File: config.mk
export PLATFORM = sky130hd
export DESIGN_NAME = psmc_mode_ctrl
export DESIGN_NICKNAME = d
export VERILOG_FILES = /design/src/rtl/psmc_pkg.sv /design/src/rtl/psmc_sync.sv /design/src/rtl/psmc_mode_ctrl.sv
export SDC_FILE = /design/constraint.sdc
export NUM_CORES = 1
export LEC_CHECK = 0
export BUFFER_PORTS_ARGS = -buffer_cell sky130_fd_sc_hd__clkbuf_2
export CORE_MARGIN = 1
export CORE_UTILIZATION = 60
export DETAILED_ROUTE_END_ITERATION = 7
export GPL_ROUTABILITY_DRIVEN = 0
export PLACE_DENSITY = 0.84
export SLEW_MARGIN = 20
export SYNTH_ARGS = -nofsm -noshare
export SYNTH_HDL_FRONTEND = slang
export SYNTH_SLANG_ARGS = --single-unit
File: constraint.sdc
create_clock -name clk -period 8.9 [get_ports clk]
set_input_delay 0.89 -clock clk [delete_from_list [all_inputs] [get_ports clk]]
set_output_delay 0.89 -clock clk [all_outputs]
set_load 0.05 [all_outputs]
File: src/rtl/psmc_pkg.sv
package psmc_pkg;

  // ==========================================================
  // Clock
  localparam int CLK_MHZ = 200;

  // ==========================================================
  // Timing figures and their cycle counts
  localparam int CONFIG_WIN_MS = 350;
  localparam int CONFIG_WIN_CYC = CONFIG_WIN_MS * CLK_MHZ * 1000;
  localparam int RESET_DUR_US = 1000;
  localparam int RESET_DUR_CYC = RESET_DUR_US * CLK_MHZ;
  localparam int INT_PULSE_US = 10;
  localparam int INT_PULSE_CYC = INT_PULSE_US * CLK_MHZ;
  localparam int POST_INT_US = 20;
  localparam int POST_INT_CYC = POST_INT_US * CLK_MHZ;
  localparam int POST_WAKE_US = 90;
  localparam int POST_WAKE_CYC = POST_WAKE_US * CLK_MHZ;
  localparam int OC_DEGLITCH_US = 40;
  localparam int OC_DEGLITCH_CYC = OC_DEGLITCH_US * CLK_MHZ;
  localparam int WD_MIN_MS = 10;
  localparam int WD_MID1_MS = 45;
  localparam int WD_MID2_MS = 100;
  localparam int WD_MAX_MS = 350;
  localparam int WD_P0_CYC = WD_MIN_MS * CLK_MHZ * 1000;
  localparam int WD_P1_CYC = WD_MID1_MS * CLK_MHZ * 1000;
  localparam int WD_P2_CYC = WD_MID2_MS * CLK_MHZ * 1000;
  localparam int WD_P3_CYC = WD_MAX_MS * CLK_MHZ * 1000;
  localparam int CYCLIC_PERIOD_MS = 20;
  localparam int CYCLIC_PERIOD_CYC = CYCLIC_PERIOD_MS * CLK_MHZ * 1000;
  localparam int CYCLIC_ON_US = 200;
  localparam int CYCLIC_ON_CYC = CYCLIC_ON_US * CLK_MHZ;
  localparam int FORCED_WAKE_MS = 100;
  localparam int FORCED_WAKE_CYC = FORCED_WAKE_MS * CLK_MHZ * 1000;

  // ==========================================================
  // Reset values
  localparam logic [1:0] WD_SEL_RST = 2'h3;
  localparam logic WD_WINDOW_RST = 1'b1;

  // ==========================================================
  // Synchroniser lanes
  localparam int SY_FAIL = 0;
  localparam int SY_WARN = 1;
  localparam int SY_REL = 2;
  localparam int SY_UV = 3;
  localparam int SY_OC = 4;
  localparam int SY_CS = 5;
  localparam int SY_CAN = 6;
  localparam int SY_WIN = 7;
  localparam int SY_WIDTH = 11;

  // ==========================================================
  // Operating modes
  typedef enum logic [5:0] {
    ST_RESET = 6'h01,
    ST_NREQ = 6'h02,
    ST_NORMAL = 6'h04,
    ST_STANDBY = 6'h08,
    ST_SLEEP = 6'h10,
    ST_STOP = 6'h20
  } psmc_state_t;

endpackage

File: src/rtl/psmc_sync.sv
`timescale 1ns/1ps
module psmc_sync #(
  parameter int WIDTH = 1
) (
  // Clock and reset
  input wire logic clk,
  input wire logic rst_n,
  // Data
  input wire logic [WIDTH-1:0] d,
  output logic [WIDTH-1:0] q
);

  logic [WIDTH-1:0] meta_q;

  always_ff @(posedge clk or negedge rst_n) begin
    if (!rst_n) begin
      meta_q <= '0;
      q <= '0;
    end else begin
      meta_q <= d;
      q <= meta_q;
    end
  end

endmodule // psmc_sync

File: src/rtl/psmc_mode_ctrl.sv
`timescale 1ns/1ps
// Functional notes
// - Battery fail flag set below 3V, always
// - Early warning below 6V, hysteresis, normal/standby
// - Switched output cyclic in low power, register in normal/standby
// - High accuracy oscillator in active modes
// - Reset mode holds reset low, then request
// - Undervoltage or watchdog fault enters reset mode
// - Power-up/sleep wake via reset; stop wake direct
// - Request mode: main on, secondary off, timer
// - Watchdog config stops timer, loads period
// - Unconfigured request after power-up loops via reset
// - Unconfigured request after sleep wake returns sleep
// - Normal: both regulators on, watchdog runs
// - Standby: main only, ballast off, watchdog runs
// - Sleep: regulators off, wakes through reset
// - Stop: main low power, watchdog per bit
// - Chip-select rise wakes stop with interrupt
// - Stop overcurrent wakes, interrupt, no flag
// - Ten microsecond pulse; CAN/input wakes flagged
// - Watchdog expiry in stop resets, then request
// - Stop entered only on chip-select rise
// - Overcurrent wake deglitched forty microseconds
// - Commands ignored twenty microseconds after wake pulse
// - Commands ignored ninety microseconds after chip-select wake
module psmc_mode_ctrl
  import psmc_pkg::*;
#(
  parameter int CFG_WIN_CYC = CONFIG_WIN_CYC,
  parameter int RST_DUR_CYC = RESET_DUR_CYC,
  parameter int DEGLITCH_CYC = OC_DEGLITCH_CYC,
  parameter int WAKE_BLK_CYC = POST_WAKE_CYC,
  parameter int WD_PER0_CYC = WD_P0_CYC,
  parameter int WD_PER1_CYC = WD_P1_CYC,
  parameter int WD_PER2_CYC = WD_P2_CYC,
  parameter int WD_PER3_CYC = WD_P3_CYC,
  parameter int CYC_PER_CYC = CYCLIC_PERIOD_CYC,
  parameter int CYC_ON_CYC = CYCLIC_ON_CYC,
  parameter int FWU_CYC = FORCED_WAKE_CYC
) (
  // Clock and reset
  input wire logic clk,
  input wire logic rst_n,
  // Supply comparators, asynchronous
  input wire logic vsup_below_fail,
  input wire logic vsup_below_warn,
  input wire logic vsup_above_release,
  input wire logic main_reg_uv,
  input wire logic stop_overcurrent,
  // Pins and wake sources, asynchronous
  input wire logic chip_select_n,
  input wire logic can_wake_evt,
  input wire logic [3:0] wake_input_evt,
  // Decoded serial commands, one-cycle pulses
  input wire logic cfg_wr,
  input wire logic cfg_standby,
  input wire logic [1:0] cfg_wd_sel,
  input wire logic cfg_wd_window,
  input wire logic cmd_normal,
  input wire logic cmd_standby,
  input wire logic cmd_sleep,
  input wire logic cmd_stop,
  input wire logic wd_refresh,
  input wire logic flag_clr,
  // Configuration levels
  input wire logic watchdog_in_stop_bit,
  input wire logic warn_int_en,
  input wire logic hs_perm_on,
  input wire logic cyclic_en,
  input wire logic forced_wake_en,
  // Supply and pin outputs
  output logic main_regulator_on,
  output logic main_reg_low_power,
  output logic ballast_drive,
  output logic reset_out_n,
  output logic interrupt_out_n,
  output logic switched_battery_output,
  output logic hi_acc_osc_sel,
  // Status
  output logic cmd_accept,
  output logic battery_fail_flag,
  output logic vsup_low_flag,
  output logic can_wake_flag,
  output logic [3:0] wake_input_flags,
  output logic [5:0] mode_state
);

  // ==========================================================
  // Reset release and input synchronisation
  logic rst_m_q, rst_s_n;
  logic [SY_WIDTH-1:0] sy;
  logic cs_prev_q, cs_rise;

  always_ff @(posedge clk or negedge rst_n) begin
    if (!rst_n) begin
      rst_m_q <= 1'b0;
      rst_s_n <= 1'b0;
    end else begin
      rst_m_q <= 1'b1;
      rst_s_n <= rst_m_q;
    end
  end

  psmc_sync #(.WIDTH(SY_WIDTH)) u_sync (
    .clk(clk),
    .rst_n(rst_s_n),
    .d({wake_input_evt, can_wake_evt, !chip_select_n, stop_overcurrent,
        main_reg_uv, vsup_above_release, vsup_below_warn, vsup_below_fail}),
    .q(sy)
  );

  // Lane carries chip-select active, so its reset value matches the idle pin
  always_ff @(posedge clk or negedge rst_s_n) begin
    if (!rst_s_n) cs_prev_q <= 1'b0;
    else cs_prev_q <= sy[SY_CS];
  end
  assign cs_rise = !sy[SY_CS] && cs_prev_q;

  // ==========================================================
  // Mode state and decodes
  psmc_state_t state_q, state_d;
  logic [31:0] tmr_q, wd_cnt_q, wd_per_q, dg_cnt_q, lp_cnt_q;
  logic [31:0] int_cnt_q, int_cnt_d, blk_cnt_q;
  logic from_sleep_q, stop_pend_q, wd_win_q, int_wake_q, int_n_q;
  logic active, lowpwr, tmr_done, cfg_ok, wd_run, wd_exp, wd_closed;
  logic oc_wake, fwu_wake, win_wake, lp_wake, stop_wake, warn_rise;
  logic vlow_q, reg_on_q, lp_reg_q, ballast_q, rst_out_q, osc_q, sw_q;

  assign active = (state_q == ST_NORMAL) || (state_q == ST_STANDBY);
  assign lowpwr = (state_q == ST_SLEEP) || (state_q == ST_STOP);
  assign cmd_accept = (blk_cnt_q == 32'h0) && !(int_wake_q && int_cnt_q != 32'h0);
  assign cfg_ok = cfg_wr && cmd_accept && (state_q == ST_NREQ);
  assign tmr_done = (state_q == ST_RESET) ? (tmr_q >= 32'(RST_DUR_CYC - 1)) :
                    (tmr_q >= 32'(CFG_WIN_CYC - 1));

  // Wake sources seen in sleep and stop
  assign oc_wake = (state_q == ST_STOP) && sy[SY_OC] && (dg_cnt_q == 32'h0);
  assign fwu_wake = lowpwr && forced_wake_en && !cyclic_en &&
                    (lp_cnt_q >= 32'(FWU_CYC - 1));
  // With cyclic sense the inputs are only meaningful while biased
  assign win_wake = lowpwr && (|sy[SY_WIN +: 4]) && (!cyclic_en || sw_q);
  assign lp_wake = cs_rise || (lowpwr && sy[SY_CAN]) || win_wake || fwu_wake;
  assign stop_wake = (state_q == ST_STOP) && (lp_wake || oc_wake);

  // ==========================================================
  // Watchdog
  assign wd_run = active || ((state_q == ST_STOP) && watchdog_in_stop_bit);
  assign wd_exp = wd_run && (wd_cnt_q >= wd_per_q - 32'h1);
  assign wd_closed = active && wd_refresh && cmd_accept && wd_win_q &&
                     (wd_cnt_q < (wd_per_q >> 1));

  always_ff @(posedge clk or negedge rst_s_n) begin
    if (!rst_s_n) begin
      wd_per_q <= 32'(WD_PER3_CYC);
      wd_win_q <= WD_WINDOW_RST;
    end else if (cfg_ok) begin
      wd_win_q <= cfg_wd_window;
      case (cfg_wd_sel)
        2'h0: wd_per_q <= 32'(WD_PER0_CYC);
        2'h1: wd_per_q <= 32'(WD_PER1_CYC);
        2'h2: wd_per_q <= 32'(WD_PER2_CYC);
        default: wd_per_q <= 32'(WD_PER3_CYC);
      endcase
    end
  end

  always_ff @(posedge clk or negedge rst_s_n) begin
    if (!rst_s_n) wd_cnt_q <= 32'h0;
    else if (cfg_ok || !wd_run || (active && wd_refresh && cmd_accept)) begin
      // Halted in stop without the run bit: keep the count
      if (state_q != ST_STOP) wd_cnt_q <= 32'h0;
    end else if (wd_exp) wd_cnt_q <= 32'h0;
    else wd_cnt_q <= wd_cnt_q + 32'h1;
  end

  // ==========================================================
  // Next mode
  always_comb begin
    state_d = state_q;
    case (state_q)
      ST_RESET: begin
        if (!sy[SY_UV] && tmr_done) state_d = ST_NREQ;
      end
      ST_NREQ: begin
        if (sy[SY_UV]) state_d = ST_RESET;
        else if (cfg_ok) state_d = cfg_standby ? ST_STANDBY : ST_NORMAL;
        else if (tmr_done) state_d = from_sleep_q ? ST_SLEEP : ST_RESET;
      end
      ST_NORMAL, ST_STANDBY: begin
        if (sy[SY_UV] || wd_exp || wd_closed) state_d = ST_RESET;
        else if (cmd_sleep && cmd_accept) state_d = ST_SLEEP;
        else if (stop_pend_q && cs_rise) state_d = ST_STOP;
        else if (cmd_standby && cmd_accept) state_d = ST_STANDBY;
        else if (cmd_normal && cmd_accept) state_d = ST_NORMAL;
      end
      ST_SLEEP: begin
        if (lp_wake) state_d = ST_RESET;
      end
      ST_STOP: begin
        if (sy[SY_UV] || wd_exp) state_d = ST_RESET;
        else if (stop_wake) state_d = ST_NREQ;
      end
      default: state_d = ST_RESET;
    endcase
  end

  always_ff @(posedge clk or negedge rst_s_n) begin
    if (!rst_s_n) state_q <= ST_RESET;
    else state_q <= state_d;
  end

  // Mode timer: reset duration or configuration window
  always_ff @(posedge clk or negedge rst_s_n) begin
    if (!rst_s_n) tmr_q <= 32'h0;
    else if (state_d != state_q || (state_q == ST_RESET && sy[SY_UV])) tmr_q <= 32'h0;
    else if (state_q == ST_RESET || state_q == ST_NREQ) tmr_q <= tmr_q + 32'h1;
  end

  // Remembers that the current request came out of sleep
  always_ff @(posedge clk or negedge rst_s_n) begin
    if (!rst_s_n) from_sleep_q <= 1'b0;
    else if (state_d != state_q) begin
      if (state_q == ST_SLEEP) from_sleep_q <= 1'b1;
      else if (state_q != ST_RESET) from_sleep_q <= 1'b0;
    end
  end

  always_ff @(posedge clk or negedge rst_s_n) begin
    if (!rst_s_n) stop_pend_q <= 1'b0;
    else if (!active || state_d != state_q) stop_pend_q <= 1'b0;
    else if (cmd_stop && cmd_accept) stop_pend_q <= 1'b1;
  end

  // ==========================================================
  // Low-power timers
  always_ff @(posedge clk or negedge rst_s_n) begin
    if (!rst_s_n) dg_cnt_q <= 32'h0;
    else if (state_d == ST_STOP && state_q != ST_STOP) dg_cnt_q <= 32'(DEGLITCH_CYC);
    else if (dg_cnt_q != 32'h0) dg_cnt_q <= dg_cnt_q - 32'h1;
  end

  // Shared by cyclic sense and forced wake, which are exclusive
  always_ff @(posedge clk or negedge rst_s_n) begin
    if (!rst_s_n) lp_cnt_q <= 32'h0;
    else if (!lowpwr || (cyclic_en && lp_cnt_q >= 32'(CYC_PER_CYC - 1))) lp_cnt_q <= 32'h0;
    else lp_cnt_q <= lp_cnt_q + 32'h1;
  end

  // ==========================================================
  // Interrupt pulse and command blanking
  assign warn_rise = active && warn_int_en && !vlow_q && sy[SY_WARN];

  always_comb begin
    int_cnt_d = int_cnt_q;
    if (stop_wake) int_cnt_d = 32'(INT_PULSE_CYC);
    else if (int_cnt_q != 32'h0) int_cnt_d = int_cnt_q - 32'h1;
    else if (warn_rise) int_cnt_d = 32'(INT_PULSE_CYC);
  end

  always_ff @(posedge clk or negedge rst_s_n) begin
    if (!rst_s_n) begin
      int_cnt_q <= 32'h0;
      int_n_q <= 1'b1;
      int_wake_q <= 1'b0;
    end else begin
      int_cnt_q <= int_cnt_d;
      int_n_q <= (int_cnt_d == 32'h0);
      if (stop_wake) int_wake_q <= 1'b1;
      else if (int_cnt_d == 32'h0) int_wake_q <= 1'b0;
    end
  end

  always_ff @(posedge clk or negedge rst_s_n) begin
    if (!rst_s_n) blk_cnt_q <= 32'h0;
    else if (state_q == ST_STOP && cs_rise) blk_cnt_q <= 32'(WAKE_BLK_CYC);
    else if (int_wake_q && int_cnt_q == 32'h1 && blk_cnt_q < 32'(POST_INT_CYC))
      blk_cnt_q <= 32'(POST_INT_CYC);
    else if (blk_cnt_q != 32'h0) blk_cnt_q <= blk_cnt_q - 32'h1;
  end

  // ==========================================================
  // Status flags; a set in the clearing cycle wins
  always_ff @(posedge clk or negedge rst_s_n) begin
    if (!rst_s_n) battery_fail_flag <= 1'b0;
    else if (sy[SY_FAIL]) battery_fail_flag <= 1'b1;
    else if (flag_clr) battery_fail_flag <= 1'b0;
  end

  // Warning comparator only powered in normal and standby
  always_ff @(posedge clk or negedge rst_s_n) begin
    if (!rst_s_n) vlow_q <= 1'b0;
    else if (!active) vlow_q <= 1'b0;
    else if (sy[SY_WARN]) vlow_q <= 1'b1;
    else if (sy[SY_REL]) vlow_q <= 1'b0;
  end
  assign vsup_low_flag = vlow_q;

  // Overcurrent and forced wake deliberately leave no trace
  always_ff @(posedge clk or negedge rst_s_n) begin
    if (!rst_s_n) begin
      can_wake_flag <= 1'b0;
      wake_input_flags <= 4'h0;
    end else begin
      if (lowpwr && sy[SY_CAN]) can_wake_flag <= 1'b1;
      else if (flag_clr) can_wake_flag <= 1'b0;
      wake_input_flags <= (win_wake ? sy[SY_WIN +: 4] : 4'h0) |
                          (flag_clr ? 4'h0 : wake_input_flags);
    end
  end

  // ==========================================================
  // Supply, reset, oscillator and switch outputs
  always_ff @(posedge clk or negedge rst_s_n) begin
    if (!rst_s_n) begin
      reg_on_q <= 1'b1;
      lp_reg_q <= 1'b0;
      ballast_q <= 1'b0;
      rst_out_q <= 1'b0;
      osc_q <= 1'b1;
    end else begin
      reg_on_q <= (state_d != ST_SLEEP);
      lp_reg_q <= (state_d == ST_STOP);
      ballast_q <= (state_d == ST_NORMAL);
      rst_out_q <= (state_d != ST_RESET);
      osc_q <= (state_d != ST_SLEEP) && (state_d != ST_STOP);
    end
  end

  always_ff @(posedge clk or negedge rst_s_n) begin
    if (!rst_s_n) sw_q <= 1'b0;
    else if (active) sw_q <= hs_perm_on;
    else sw_q <= lowpwr && cyclic_en && (lp_cnt_q < 32'(CYC_ON_CYC));
  end

  assign main_regulator_on = reg_on_q;
  assign main_reg_low_power = lp_reg_q;
  assign ballast_drive = ballast_q;
  assign reset_out_n = rst_out_q;
  assign interrupt_out_n = int_n_q;
  assign switched_battery_output = sw_q;
  assign hi_acc_osc_sel = osc_q;
  assign mode_state = state_q;
endmodule // psmc_mode_ctrl

==> metrics.md, run 1 <==
| Metric | Value |
|---|---|
| YS warnings | 0 |
| TritonCTS clock tree | done |
| Max Fanout on Critical Path | 18 |
| Die Span Y | 154 µm |
| RSZ-0062 raised after global routing | false |
| Placed cell area | 14400 µm² |
| Final hold violations | 0 |
| Flop-to-flop setup slack | 4.59 ns |
| Clk pin slew, worst setup/hold paths | 0.06 ns |
| DRC viols | 0 |
| Placed Instances | 1806 |
| Worst R2R Start | int_cnt_q[0]$_DFF_PN0_ |
| Max VDD drop | 158 µV |
| H-tree depth | 1 |
| Finished Layout Cells | 1856 |
| Post-route minimum period | 4.57 ns |
| Via count | 11700 |
| Status | completed |
| TritonRoute pass-1 iters | 5 |
| Max Freq | 219 MHz |
| Layout Nets | 1630 |
| Resized cells post-CTS | 0 |
| Fin. max-slew vios | 0 |
| Num CTS Buffers | 29 |
| ANT nets after route | 0 |
| Layout cells sized above 1 | 10.7% |
| Main synth FF type | dfrtp_1 |
| Worst Path Required | 8.01 ns |
| Setup-failing EPs final | 0 |
| Synthesized instance count | 1522 |
| Largest net degree at the start of global routing | 75 |
| Root buf cell | clkbuf_16 |
| Initial Util | 61.3% |
| Final Skew | 0.0119 ns |
| Worst hold-check path type | input pin to asynchronous set/reset pin |
| Syn nets | 1600 |
| Global Route Usage Sum | 27.9% |
| Final Util | 67.5% |
| Final worst path period share | 51.4% |
| Total grt overflow | 0 |
| Post-CTS setup buffers | 0 |
| IO Count | 50 |
| Cell row count | 55 |
| Mapped Area | 13900 µm² |
| Seq/Total Area, Yosys | 45.2% |
| Worst Tran Pin Value | 1.06 ns |
| Max_slew headroom | 28.2% |
| CTS Buffer Depth | 3 |
| Synth unique cells | 79 |
| Dpl hpwl | 22.4 mm |
| Antenna violations before repair | 2 |
| Avg Inst Size Synth | 9.15 µm² |
| Initial DRC Count | 1070 |
| Routed wire per std cell | 17.6 µm |
| FF+latch count, synth | 251 |
| CP Launch Type | flip-flop |
| Setup TNS Final | 0 ns |
| Drt total wl | 32.7 mm |
| Arr. time, crit path | 3.68 ns |
| Pwr per Cell Area | 160 nW/µm² |
| Post-CTS Hold Fix Bufs | 0 |
| Clk Latency, worst-skew pair | 0.54 ns |
| Via density | 6.32 |
| Worst Setup SP | int_cnt_q[0]$_DFF_PN0_ |
| Die area | 23800 µm² |
| Core Box Area | 22700 µm² |
| First-pass GRT wire length | 54.5 mm |
| Number of global-route vias before repair | 11300 |
| Post-synth EDFFs | 0 |
| PortBufs | 49 |
| Area Overhead vs Synth | 10.0% |
| Max-cap viol count | 0 |
| Critical path class | flip-flop to primary output |
| CP Capture Type | primary output |
| Die X | 154 µm |
| Leakage Power | 0.00639 µW |
| Clock Sinks | 251 |
| Fraction of registers with async set/reset | 100% |
| Final Cell Area | 15300 µm² |
-- layer usage --
layer | vias up | part of all wire (%) | GRT usage, %
met4 | 0 | 2.6 | 9.29
li1 | 5536 | - | -
met1 | 5703 | 44 | 38.6
met5 | - | 0 | 0
met2 | 419 | 47 | 44.8
met3 | 79 | 6.4 | 4.88
-- synth_stat cells (39+ instances only) --
master    instances  share of area [%]
nand2_1         121                3.3
ha_1             49                4.4
inv_1            42                1.1
xor2_1           41                2.6
dfrtp_1         241                 43
o21ai_0          96                3.4
xnor2_1          63                4.0
a21oi_1          61                2.2
nand3_1          57                2.0
nor3_1           57                2.0
clkbuf_1         51                1.4
nor4_1           39                1.8
nor2_1          217                5.8
-- layout by cell type (no fill, tap or decap), types with 8 or more instances in the layout --
| cell type | count |
|---|---|
| a211oi_1 | 10 |
| a21o_1 | 8 |
| a21oi_1 | 60 |
| a22o_1 | 8 |
| a22oi_1 | 10 |
| a31oi_1 | 10 |
| and2_1 | 21 |
| and3_1 | 29 |
| and4_1 | 11 |
| buf_4 | 14 |
| clkbuf_16 | 29 |
| clkbuf_2 | 49 |
| dfrtp_1 | 240 |
| dfstp_2 | 10 |
| ha_1 | 49 |
| inv_1 | 42 |
| nand2_1 | 121 |
| nand2b_1 | 16 |
| nand3_1 | 57 |
| nand3b_1 | 9 |
| nand4_1 | 24 |
| nand4b_1 | 8 |
| nor2_1 | 217 |
| nor2b_1 | 12 |
| nor3_1 | 57 |
| nor4_1 | 37 |
| nor4b_1 | 9 |
| o21ai_0 | 95 |
| o31ai_1 | 11 |
| o41ai_1 | 8 |
| or2_2 | 12 |
| or3_1 | 23 |
| or4_1 | 14 |
| xnor2_1 | 63 |
| xor2_1 | 41 |
-- flip-flops by register name (all words and copies together) (netlist names), 4 cells and up --
register and flops:
blk_cnt_q 32, dg_cnt_q 32, int_cnt_q 32, lp_cnt_q 32, tmr_q 32, wd_cnt_q 32, u_sync.meta_q 11, u_sync.q 11
wd_per_q 10, mode_state 6, wake_input_flags 4
-- report_power, final --
group	switching [µW]	internal (µW)
sequential	17.2	1160
combinational	110	40.2
clock	462	671
-- kinds of logic after synthesis --
| kind of cell | after synthesis | share of synthesized area [%] |
|---|---|---|
| AO/OA/AOI/OAI | 301 | 14.5 |
| buffers and inverters | 106 | 3.06 |
| adder cells (fa/ha/maj) | 49 | 4.40 |
| other | 1 | 0.0269 |
| multiplexers | 8 | 0.629 |
| XOR/XNOR | 104 | 6.54 |
| flip-flops | 251 | 45.2 |
| AND/OR/NAND/NOR | 702 | 25.7 |
-- worst max-delay path, stage by stage (launching register included) --
cell and delay (ns):
dfrtp_1 0.43, inv_1 0.08, ha_1 0.24, or4b_1 0.67, nor3_1 0.32, nand3_1 0.41, a21oi_4 0.56, clkbuf_2 0.41
-- worst paths after layout --
check	end	cells past startpoint
worst min-delay path	rst_m_q$_DFF_PN0_	1
worst max register to register	tmr_q[11]$_DFFE_PN0P_	11
min in group clk	u_sync.q[10]$_DFF_PN0_	0
worst min register to register	u_sync.q[10]$_DFF_PN0_	0
max in group asynchronous	wd_cnt_q[13]$_DFFE_PN0P_	2
worst max-delay path	cmd_accept	7
-- layout make-up --
class / count / area, µm²
Timing Repair Buffer: 63 / 350
Clock inverter: 10 / 90.1
Fill cell: 1739 / 7390
Clock buffer: 38 / 820
Sequential cell: 251 / 6300
Multi-Input combinational cell: 1165 / 7250
Tap cell: 285 / 357
Inverter: 42 / 158
Antenna cell: 2 / 5.00
-- metrics by stage --
step                hold slack, ns  total power, µW  setup WS, ns
global placement             0.333             1340          4.83
detailed placement           0.337             1340          4.65
CTS                          0.115             2470          4.38
global route                 0.122             2530          4.18
floorplan                    0.331             1300          1.40
finish                       0.130             2460          4.33
(Power assumes the default switching activity.)
==> inputs of run 2 (changes only) <==
- ABC_AREA: unset -> 1
- CORE_UTILIZATION: 60 -> 57
- PLACE_DENSITY: 0.84 -> 0.83
- clock period: 8.9 -> 4 ns (I/O delays scaled with it)
==> run 2 against run 1 <==
Against the previous run: final cell count increased by 32%; count of clock-buffer cells in the layout decreased by 1; clock skew increased by 0.0061 ns; worst hold slack got worse by 0.039 ns; worst setup slack got worse by 4.0 ns; flip-flop and latch count unchanged; area after synthesis increased by 8.5%; largest power group is now the clock network.
==> metrics.md, run 2 <==
| Metric | Value |
|---|---|
| Status | completed |
| Routed wire per std cell | 15.0 µm (-15%) |
| Max VDD drop | 386 µV (+140%) |
| Worst Path Buf+Inv | 3 (+1) |
| FF+latch count, synth | 251 (unchanged) |
| Post-CTS setup buffers | 0 (unchanged) |
| Crit-path max cell delay | 0.53 ns (-0.14 ns) |
| Post-route minimum period | 3.67 ns |
| Synth area leaders | dfrtp_1, nand2_1, nor2_1, inv_1, xor2_1 |
| Global Route Usage Sum | 27.4% (-0.50 points) |
| Worst R2R Start | wd_per_q[18]$_DFFE_PN1P_ |
| CTS Buffer Depth | 3 (unchanged) |
| Max Fanout on Critical Path | 56 (+38) |
| Final hold violations | 0 (unchanged) |
| Max-cap viol count | 0 (unchanged) |
| Drt total wl | 36.7 mm (+12%) |
| Worst hold path stage count | 3 |
| Seq/Total Area, Yosys | 41.6% (-3.6 points) |
| Root buf cell | clkbuf_16 |
| ANT nets after route | 0 (unchanged) |
| Fraction of registers with async set/reset | 100% (unchanged) |
| Commonest non-fill, non-tap cells in the layout | nand2_1, nor2_1, inv_1 |
| TritonRoute pass-1 iters | 7 (+2) |
| Layout Nets | 2172 (+33%) |
| Number of global-route vias before repair | 13200 (+17%) |
| Yosys top cell by area | dfrtp_1 |
| Worst Tran Pin Value | 0.986 ns (-0.0762 ns) |
| Post-synth EDFFs | 0 (unchanged) |
| Via density | 5.65 (-11%) |
| Flop-to-flop setup slack | 0.33 ns (-4.26 ns) |
| Cell row count | 59 (+7.3%) |
| Antenna violations before repair | 0 (-2) |
| Synthesized instance count | 2031 (+33%) |
| Via count | 13800 (+18%) |
| Setup-failing EPs final | 0 (unchanged) |
| Most frequent cells after synthesis | nand2_1, nor2_1, inv_1 |
| Slowest cell on crit path | dfstp_2 |
| Arr. time, crit path | 4.13 ns (+0.45 ns) |
| Syn nets | 2109 (+32%) |
| Num CTS Buffers | 28 (-3.4%) |
| IO Count | 50 (unchanged) |
| Total grt overflow | 0 (unchanged) |
| Die area | 27200 µm² (+14%) |
| Ant diodes | 0 (-2) |
| YS warnings | 0 (unchanged) |
| Worst reg2reg endpoint | tmr_q[30]$_DFFE_PN0P_ |
| Initial DRC Count | 1252 (+17%) |
| Largest net degree at the start of global routing | 78 (+4.0%) |
| Worst Path Required | 4.46 ns (-3.55 ns) |
| Clock Sinks | 251 (unchanged) |
| # fillers | 2132 (+23%) |
| Max Freq | 273 MHz |
| Synth top area share | 39.9% (-3.4 points) |
| Area Overhead vs Synth | 11.2% |
| Critical path class | flip-flop to flip-flop |
| Leakage Power | 0.00811 µW (+27%) |
| First-pass GRT wire length | 60.8 mm (+12%) |
| Cell family with most CP delay | simple AND/OR/NAND/NOR gates |
| Cell with the most instances after synthesis | nand2_1 |
| Final worst path period share | 91.6% |
| Critical Path, Cell by Cell | inv_1 -> ha_1 -> ha_1 -> ha_1 -> nand2_1 -> inv_1 -> nand2_1 -> nand2_1 -> nand2_1 -> nand3_1 -> nand2_1 -> nand2_1 -> nand2_1 -> nand2_1 -> nor2_2 -> nand2_1 -> nand2_2 -> nand2_1 -> nand2_1 -> nand4_1 -> nor2_4 -> buf_12 -> nand3_2 -> nor2_1 |
| TritonCTS clock tree | done |
| Finished Layout Cells | 2448 (+32%) |
| Synth unique cells | 56 (-29%) |
| Initial Util | 58.0% (-3.3 points) |
| Register-to-Register Path Depth | 24 (+13) |
| DRC viols | 0 (unchanged) |
| CP Capture Type | flip-flop |
| CP Launch Type | flip-flop |
| Crit path top cell by count | nand2_1 |
| Dpl hpwl | 26.5 mm (+18%) |
| Setup TNS Final | 0 ns (unchanged) |
| RSZ-0062 raised after global routing | false |
| Final Skew | 0.0180 ns (+0.00609 ns) |
| H-tree depth | 1 (unchanged) |
| Max_slew headroom | 34.2% (+6.0 points) |
| Core Box Area | 26100 µm² (+15%) |
| Placed Instances | 2387 (+32%) |
| Commonest non-fill, non-tap cell in the layout | nand2_1 |
| Clk Latency, worst-skew pair | 0.55 ns (about the same) |
| Main synth FF type | dfrtp_1 |
| Die Span Y | 165 µm (+6.8%) |
| Die X | 165 µm (+6.8%) |
| Worst hold-check path type | input pin to flip-flop |
| Fin. max-slew vios | 0 (unchanged) |
| Pwr per Cell Area | 316 nW/µm² (+97%) |
| Layout cells sized above 1 | 8.42% (-2.3 points) |
| Hold Path End | switched_battery_output$_DFF_PN0_ |
| PortBufs | 49 (unchanged) |
| Min-delay src | hs_perm_on |
| Avg Inst Size Synth | 7.44 µm² (-19%) |
| Mapped Area | 15100 µm² (+8.5%) |
| Clk pin slew, worst setup/hold paths | 0.06 ns (about the same) |
-- run 2: changes by cell type after synthesis, moves of 46 or more --
cell | previous run | this run
nand2_1 | 121 | 388
inv_1 | 42 | 286
nor2_1 | 217 | 356
nand4_1 | 24 | 110
nand3_1 | 57 | 110
xnor2_1 | 63 | 17
-- run 2: power breakdown --
| part | total, µW | internal (µW) | leakage [µW] | switching [µW] |
|---|---|---|---|---|
| clock network | 2630 | 1600 | 0.000468 | 1030 |
| logic | 97.3 | 29.1 | 0.00457 | 68.2 |
| registers | 2580 | 2560 | 0.00307 | 19.9 |
| total | 5310 | 4190 | 0.00811 | 1120 |
-- run 2: worst max-delay path by stage --
stage / startpoint / cells past startpoint / endpoint
after floorplan: int_cnt_q[0]$_DFF_PN0_ / 18 / tmr_q[17]$_DFFE_PN0P_
after global placement: wd_per_q[18]$_DFFE_PN1P_ / 24 / tmr_q[27]$_DFFE_PN0P_
after detailed placement: wd_per_q[18]$_DFFE_PN1P_ / 22 / tmr_q[30]$_DFFE_PN0P_
after CTS: wd_per_q[18]$_DFFE_PN1P_ / 22 / tmr_q[30]$_DFFE_PN0P_
after global routing: wd_per_q[18]$_DFFE_PN1P_ / 24 / tmr_q[28]$_DFFE_PN0P_
final: wd_per_q[18]$_DFFE_PN1P_ / 24 / tmr_q[30]$_DFFE_PN0P_
-- run 2: repair_timing --
action,CTS,global route
hold buffers,12,0
endpoints found under the hold margin,13,0
gates resized for setup,0,1
setup endpoints to repair,0,1
-- run 2: worst register-to-register path, cell delays in order, from the launching register on --
cell and delay (ns):
dfstp_2 0.53, inv_1 0.10, ha_1 0.20, ha_1 0.19, ha_1 0.27, nand2_1 0.07, inv_1 0.05, nand2_1 0.06
nand2_1 0.04, nand2_1 0.05, nand3_1 0.10, nand2_1 0.07, nand2_1 0.07, nand2_1 0.12, nand2_1 0.11, nor2_2 0.24
nand2_1 0.15, nand2_2 0.09, nand2_1 0.06, nand2_1 0.07, nand4_1 0.16, nor2_4 0.16, buf_12 0.24, nand3_2 0.18
nor2_1 0.18
-- run 2: logic make-up after synthesis --
family	synth area share [%]
simple gates	33.4
buf+inv	8.61
flops	41.6
compound gates	6.62
xor+xnor	5.62
fa+ha+maj	4.05
other cells	0.0248
mux	0.0745
-- run 2: metal layers --
| layer | up-vias | wire length [µm] | GRT usage (%) | share of wire, % |
|---|---|---|---|---|
| li1 | 6741 | - | - | - |
| met4 | 0 | 1160 | 9.55 | 3.2 |
| met5 | - | 0 | 0 | 0 |
| met1 | 6477 | 15500 | 34.9 | 42 |
| met2 | 514 | 17500 | 47.1 | 48 |
| met3 | 90 | 2470 | 4.24 | 6.7 |
-- run 2: metrics by stage --
step                      hold WS (ns)  area (µm²)  utilization, %  power (µW)  worst slack [ns]
after detailed placement         0.188       15700            60.4        2710             0.372
final                           0.0911       16800            64.5        5310             0.334
after global routing             0.112       16800            64.5        5460             0.114
after floorplan                  0.104       15100               -        2660             0.919
after CTS                       0.0822       16800            64.5        5340             0.288
after global placement           0.188       15700            60.4        2710             0.600
-- run 2: final cells by class --
class                      instances  area (µm²)  area share [%]
clock buffer                      37         806            4.79
clock inverter                    12         144           0.856
inverter                         294        1100            6.57
multi-input combinational       1446        7550            44.9
sequential                       251        6300            37.5
tap                              335         419            2.49
timing repair buffer              73         493            2.93
==> inputs of run 3 (changes only) <==
- CORE_UTILIZATION: 57 -> 37
- PLACE_DENSITY: 0.83 -> unset
==> run 3 against run 2 <==
Against the previous run: power increased by 0.60%; worst hold slack got worse by 0.025 ns; sequential power about the same; count of clock-buffer cells in the layout increased by 1; clock power about the same; critical endpoint is now tmr_q[8]$_DFFE_PN0P_; highest routed layer unchanged.
==> metrics.md, run 3 (synthesis gave the netlist of run 2 again) <==
| Metric | Value |
|---|---|
| Core Box Area | 40000 µm² (+54%) |
| Worst Path Required | 4.49 ns (+0.03 ns) |
| Placed Instances | 2581 (+8.1%) |
| Commonest non-fill, non-tap cells in the layout | nand2_1, nor2_1, inv_1 |
| Num CTS Buffers | 28 (unchanged) |
| Placed cell area | 16000 µm² (+1.9%) |
| Die X | 204 µm (+24%) |
| Fin. max-slew vios | 0 (unchanged) |
| Setup-failing EPs final | 0 (unchanged) |
| Routed wire per std cell | 14.0 µm (-6.5%) |
| TritonCTS clock tree | done |
| Root buf cell | clkbuf_16 |
| Die area | 41700 µm² (+53%) |
| Area Overhead vs Synth | 13.1% |
| Die Span Y | 204 µm (+24%) |
| Antenna violations before repair | 1 (+1) |
| CP Launch Type | flip-flop |
| PortBufs | 49 (unchanged) |
| Final worst path period share | 87.4% (-4.2 points) |
| Layout cells sized above 1 | 8.55% (+0.13 points) |
| Max Fanout on Critical Path | 51 (-8.9%) |
| Clk pin slew, worst setup/hold paths | 0.06 ns (about the same) |
| ANT nets after route | 0 (unchanged) |
| Layout Nets | 2176 (+0.18%) |
| Final hold violations | 0 (unchanged) |
| Max_slew headroom | 39.6% (+5.5 points) |
| Clk Latency, worst-skew pair | 0.56 ns (about the same) |
| Worst hold-check path type | input pin to flip-flop |
| H-tree depth | 1 (unchanged) |
| Final Skew | 0.0146 ns (-0.00345 ns) |
| Min-delay src | hs_perm_on |
| Worst R2R Start | wd_per_q[18]$_DFFE_PN1P_ |
| Fin worst setup slack | 0.503 ns (+0.169 ns) |
| DP Worst Slack | 0.435 ns (+0.0629 ns) |
| DRC viols | 0 (unchanged) |
| Pwr per Cell Area | 312 nW/µm² (-1.2%) |
| PnR Total Power | 5340 µW (+0.60%) |
| Clock Sinks | 251 (unchanged) |
| Largest net degree at the start of global routing | 86 (+10%) |
| Critical path class | flip-flop to flip-flop |
| Dpl hpwl | 27.5 mm (+3.6%) |
| Setup TNS Final | 0 ns (unchanged) |
| Drt total wl | 37.0 mm (+0.95%) |
| Worst Setup SP | wd_per_q[18]$_DFFE_PN1P_ |
| Via count | 13300 (-4.1%) |
| Leakage Power | 0.00813 µW (+0.24%) |
| Status | completed |
| CP Capture Type | flip-flop |
| Initial DRC Count | 804 (-36%) |
| Post-route minimum period | 3.50 ns (-0.169 ns) |
| RSZ-0062 raised after global routing | false |
| IO Count | 50 (unchanged) |
| Via density | 5.01 (-11%) |
| Commonest non-fill, non-tap cell in the layout | nand2_1 |
| First-pass GRT wire length | 63.1 mm (+3.7%) |
| Cell row count | 73 (+24%) |
| Max VDD drop | 242 µV (-37%) |
| Max Freq | 286 MHz (+4.8%) |
| Initial Util | 37.8% (-20 points) |
| Total grt overflow | 0 (unchanged) |
| CTS Buffer Depth | 3 (unchanged) |
| Worst Tran Pin Value | 0.905 ns (-0.0809 ns) |
| Arr. time, crit path | 3.99 ns (-0.14 ns) |
| TritonRoute pass-1 iters | 5 (-2) |
| Finished Layout Cells | 2643 (+8.0%) |
| Max-cap viol count | 0 (unchanged) |
| Global Route Usage Sum | 18.3% (-9.1 points) |
| Final Cell Area | 17100 µm² (+1.8%) |
| Number of global-route vias before repair | 12900 (-2.1%) |
==> run 3: stage by stage <==
stage / utilization, % / hold WS, ns
2_1_floorplan: - / 0.104
3_3_place_gp: 40.1 / 0.189
3_5_place_dp: 40.1 / 0.189
4_1_cts: 42.8 / 0.0402
5_1_grt: 42.8 / 0.0653
6_report: 42.8 / 0.0660
==> run 3: power by group <==
part / internal (µW) / leakage (µW) / switching (µW)
combinational: 30.9 / 0.00460 / 69.1
sequential: 2560 / 0.00307 / 20.8
clock: 1600 / 0.000457 / 1060
total: 4190 / 0.00813 / 1150
==> run 3: final timing paths <==
kind,endpoint,slack (ns),cells past startpoint
setup reg to reg,tmr_q[8]$_DFFE_PN0P_,0.50,22
hold / removal,switched_battery_output$_DFF_PN0_,0.07,3
min in group asynchronous,rst_s_n$_DFF_PN0_,0.16,2
setup / recovery,tmr_q[8]$_DFFE_PN0P_,0.50,22
max in group asynchronous,interrupt_out_n$_DFF_PN1_,2.57,1
hold reg to reg,u_sync.q[0]$_DFF_PN0_,0.35,0
==> run 3: critical path, cell delays in order, from the launching register on <==
cell and delay, ns:
dfstp_2 0.52, inv_1 0.09, ha_1 0.20, ha_1 0.19, ha_1 0.27, nand2_1 0.06
inv_1 0.05, nand2_1 0.06, nand2_1 0.04, nand2_1 0.06, nand3_1 0.09, nand2_1 0.08
nand2_1 0.07, nand2_1 0.08, nand2_1 0.10, nor2_2 0.25, nand2_1 0.14, nand2_1 0.10
nor2_1 0.08, nor3b_4 0.36, buf_12 0.28, nand4_1 0.13, nand2_1 0.10
==> run 3: timing repair <==
item / CTS / global route
buffers inserted: 0 / 0
hold endpoints to repair: 13 / 0
setup endpoints to repair: 0 / 4
hold buffers: 12 / 0
resized for setup: 0 / 1
==> run 3: per-layer routing <==
layer / track usage (%) / wire length (µm) / share of wire [%] / vias to the layer above
met5: 0 / 0 / 0 / -
met4: 4.74 / 892 / 2.4 / 0
met2: 30.1 / 16800 / 45 / 303
met1: 24.8 / 17400 / 47 / 6137
met3: 3.08 / 1950 / 5.3 / 59
li1: - / - / - / 6753
==> run 3: area by class of cell <==
type	instances	area [µm²]
tap	525	657
inverter	294	1100
fill	4058	22900
multi-input combinational	1446	7550
timing repair buffer	77	548
antenna	1	2.50
sequential	251	6300
clock buffer	38	810
clock inverter	11	144
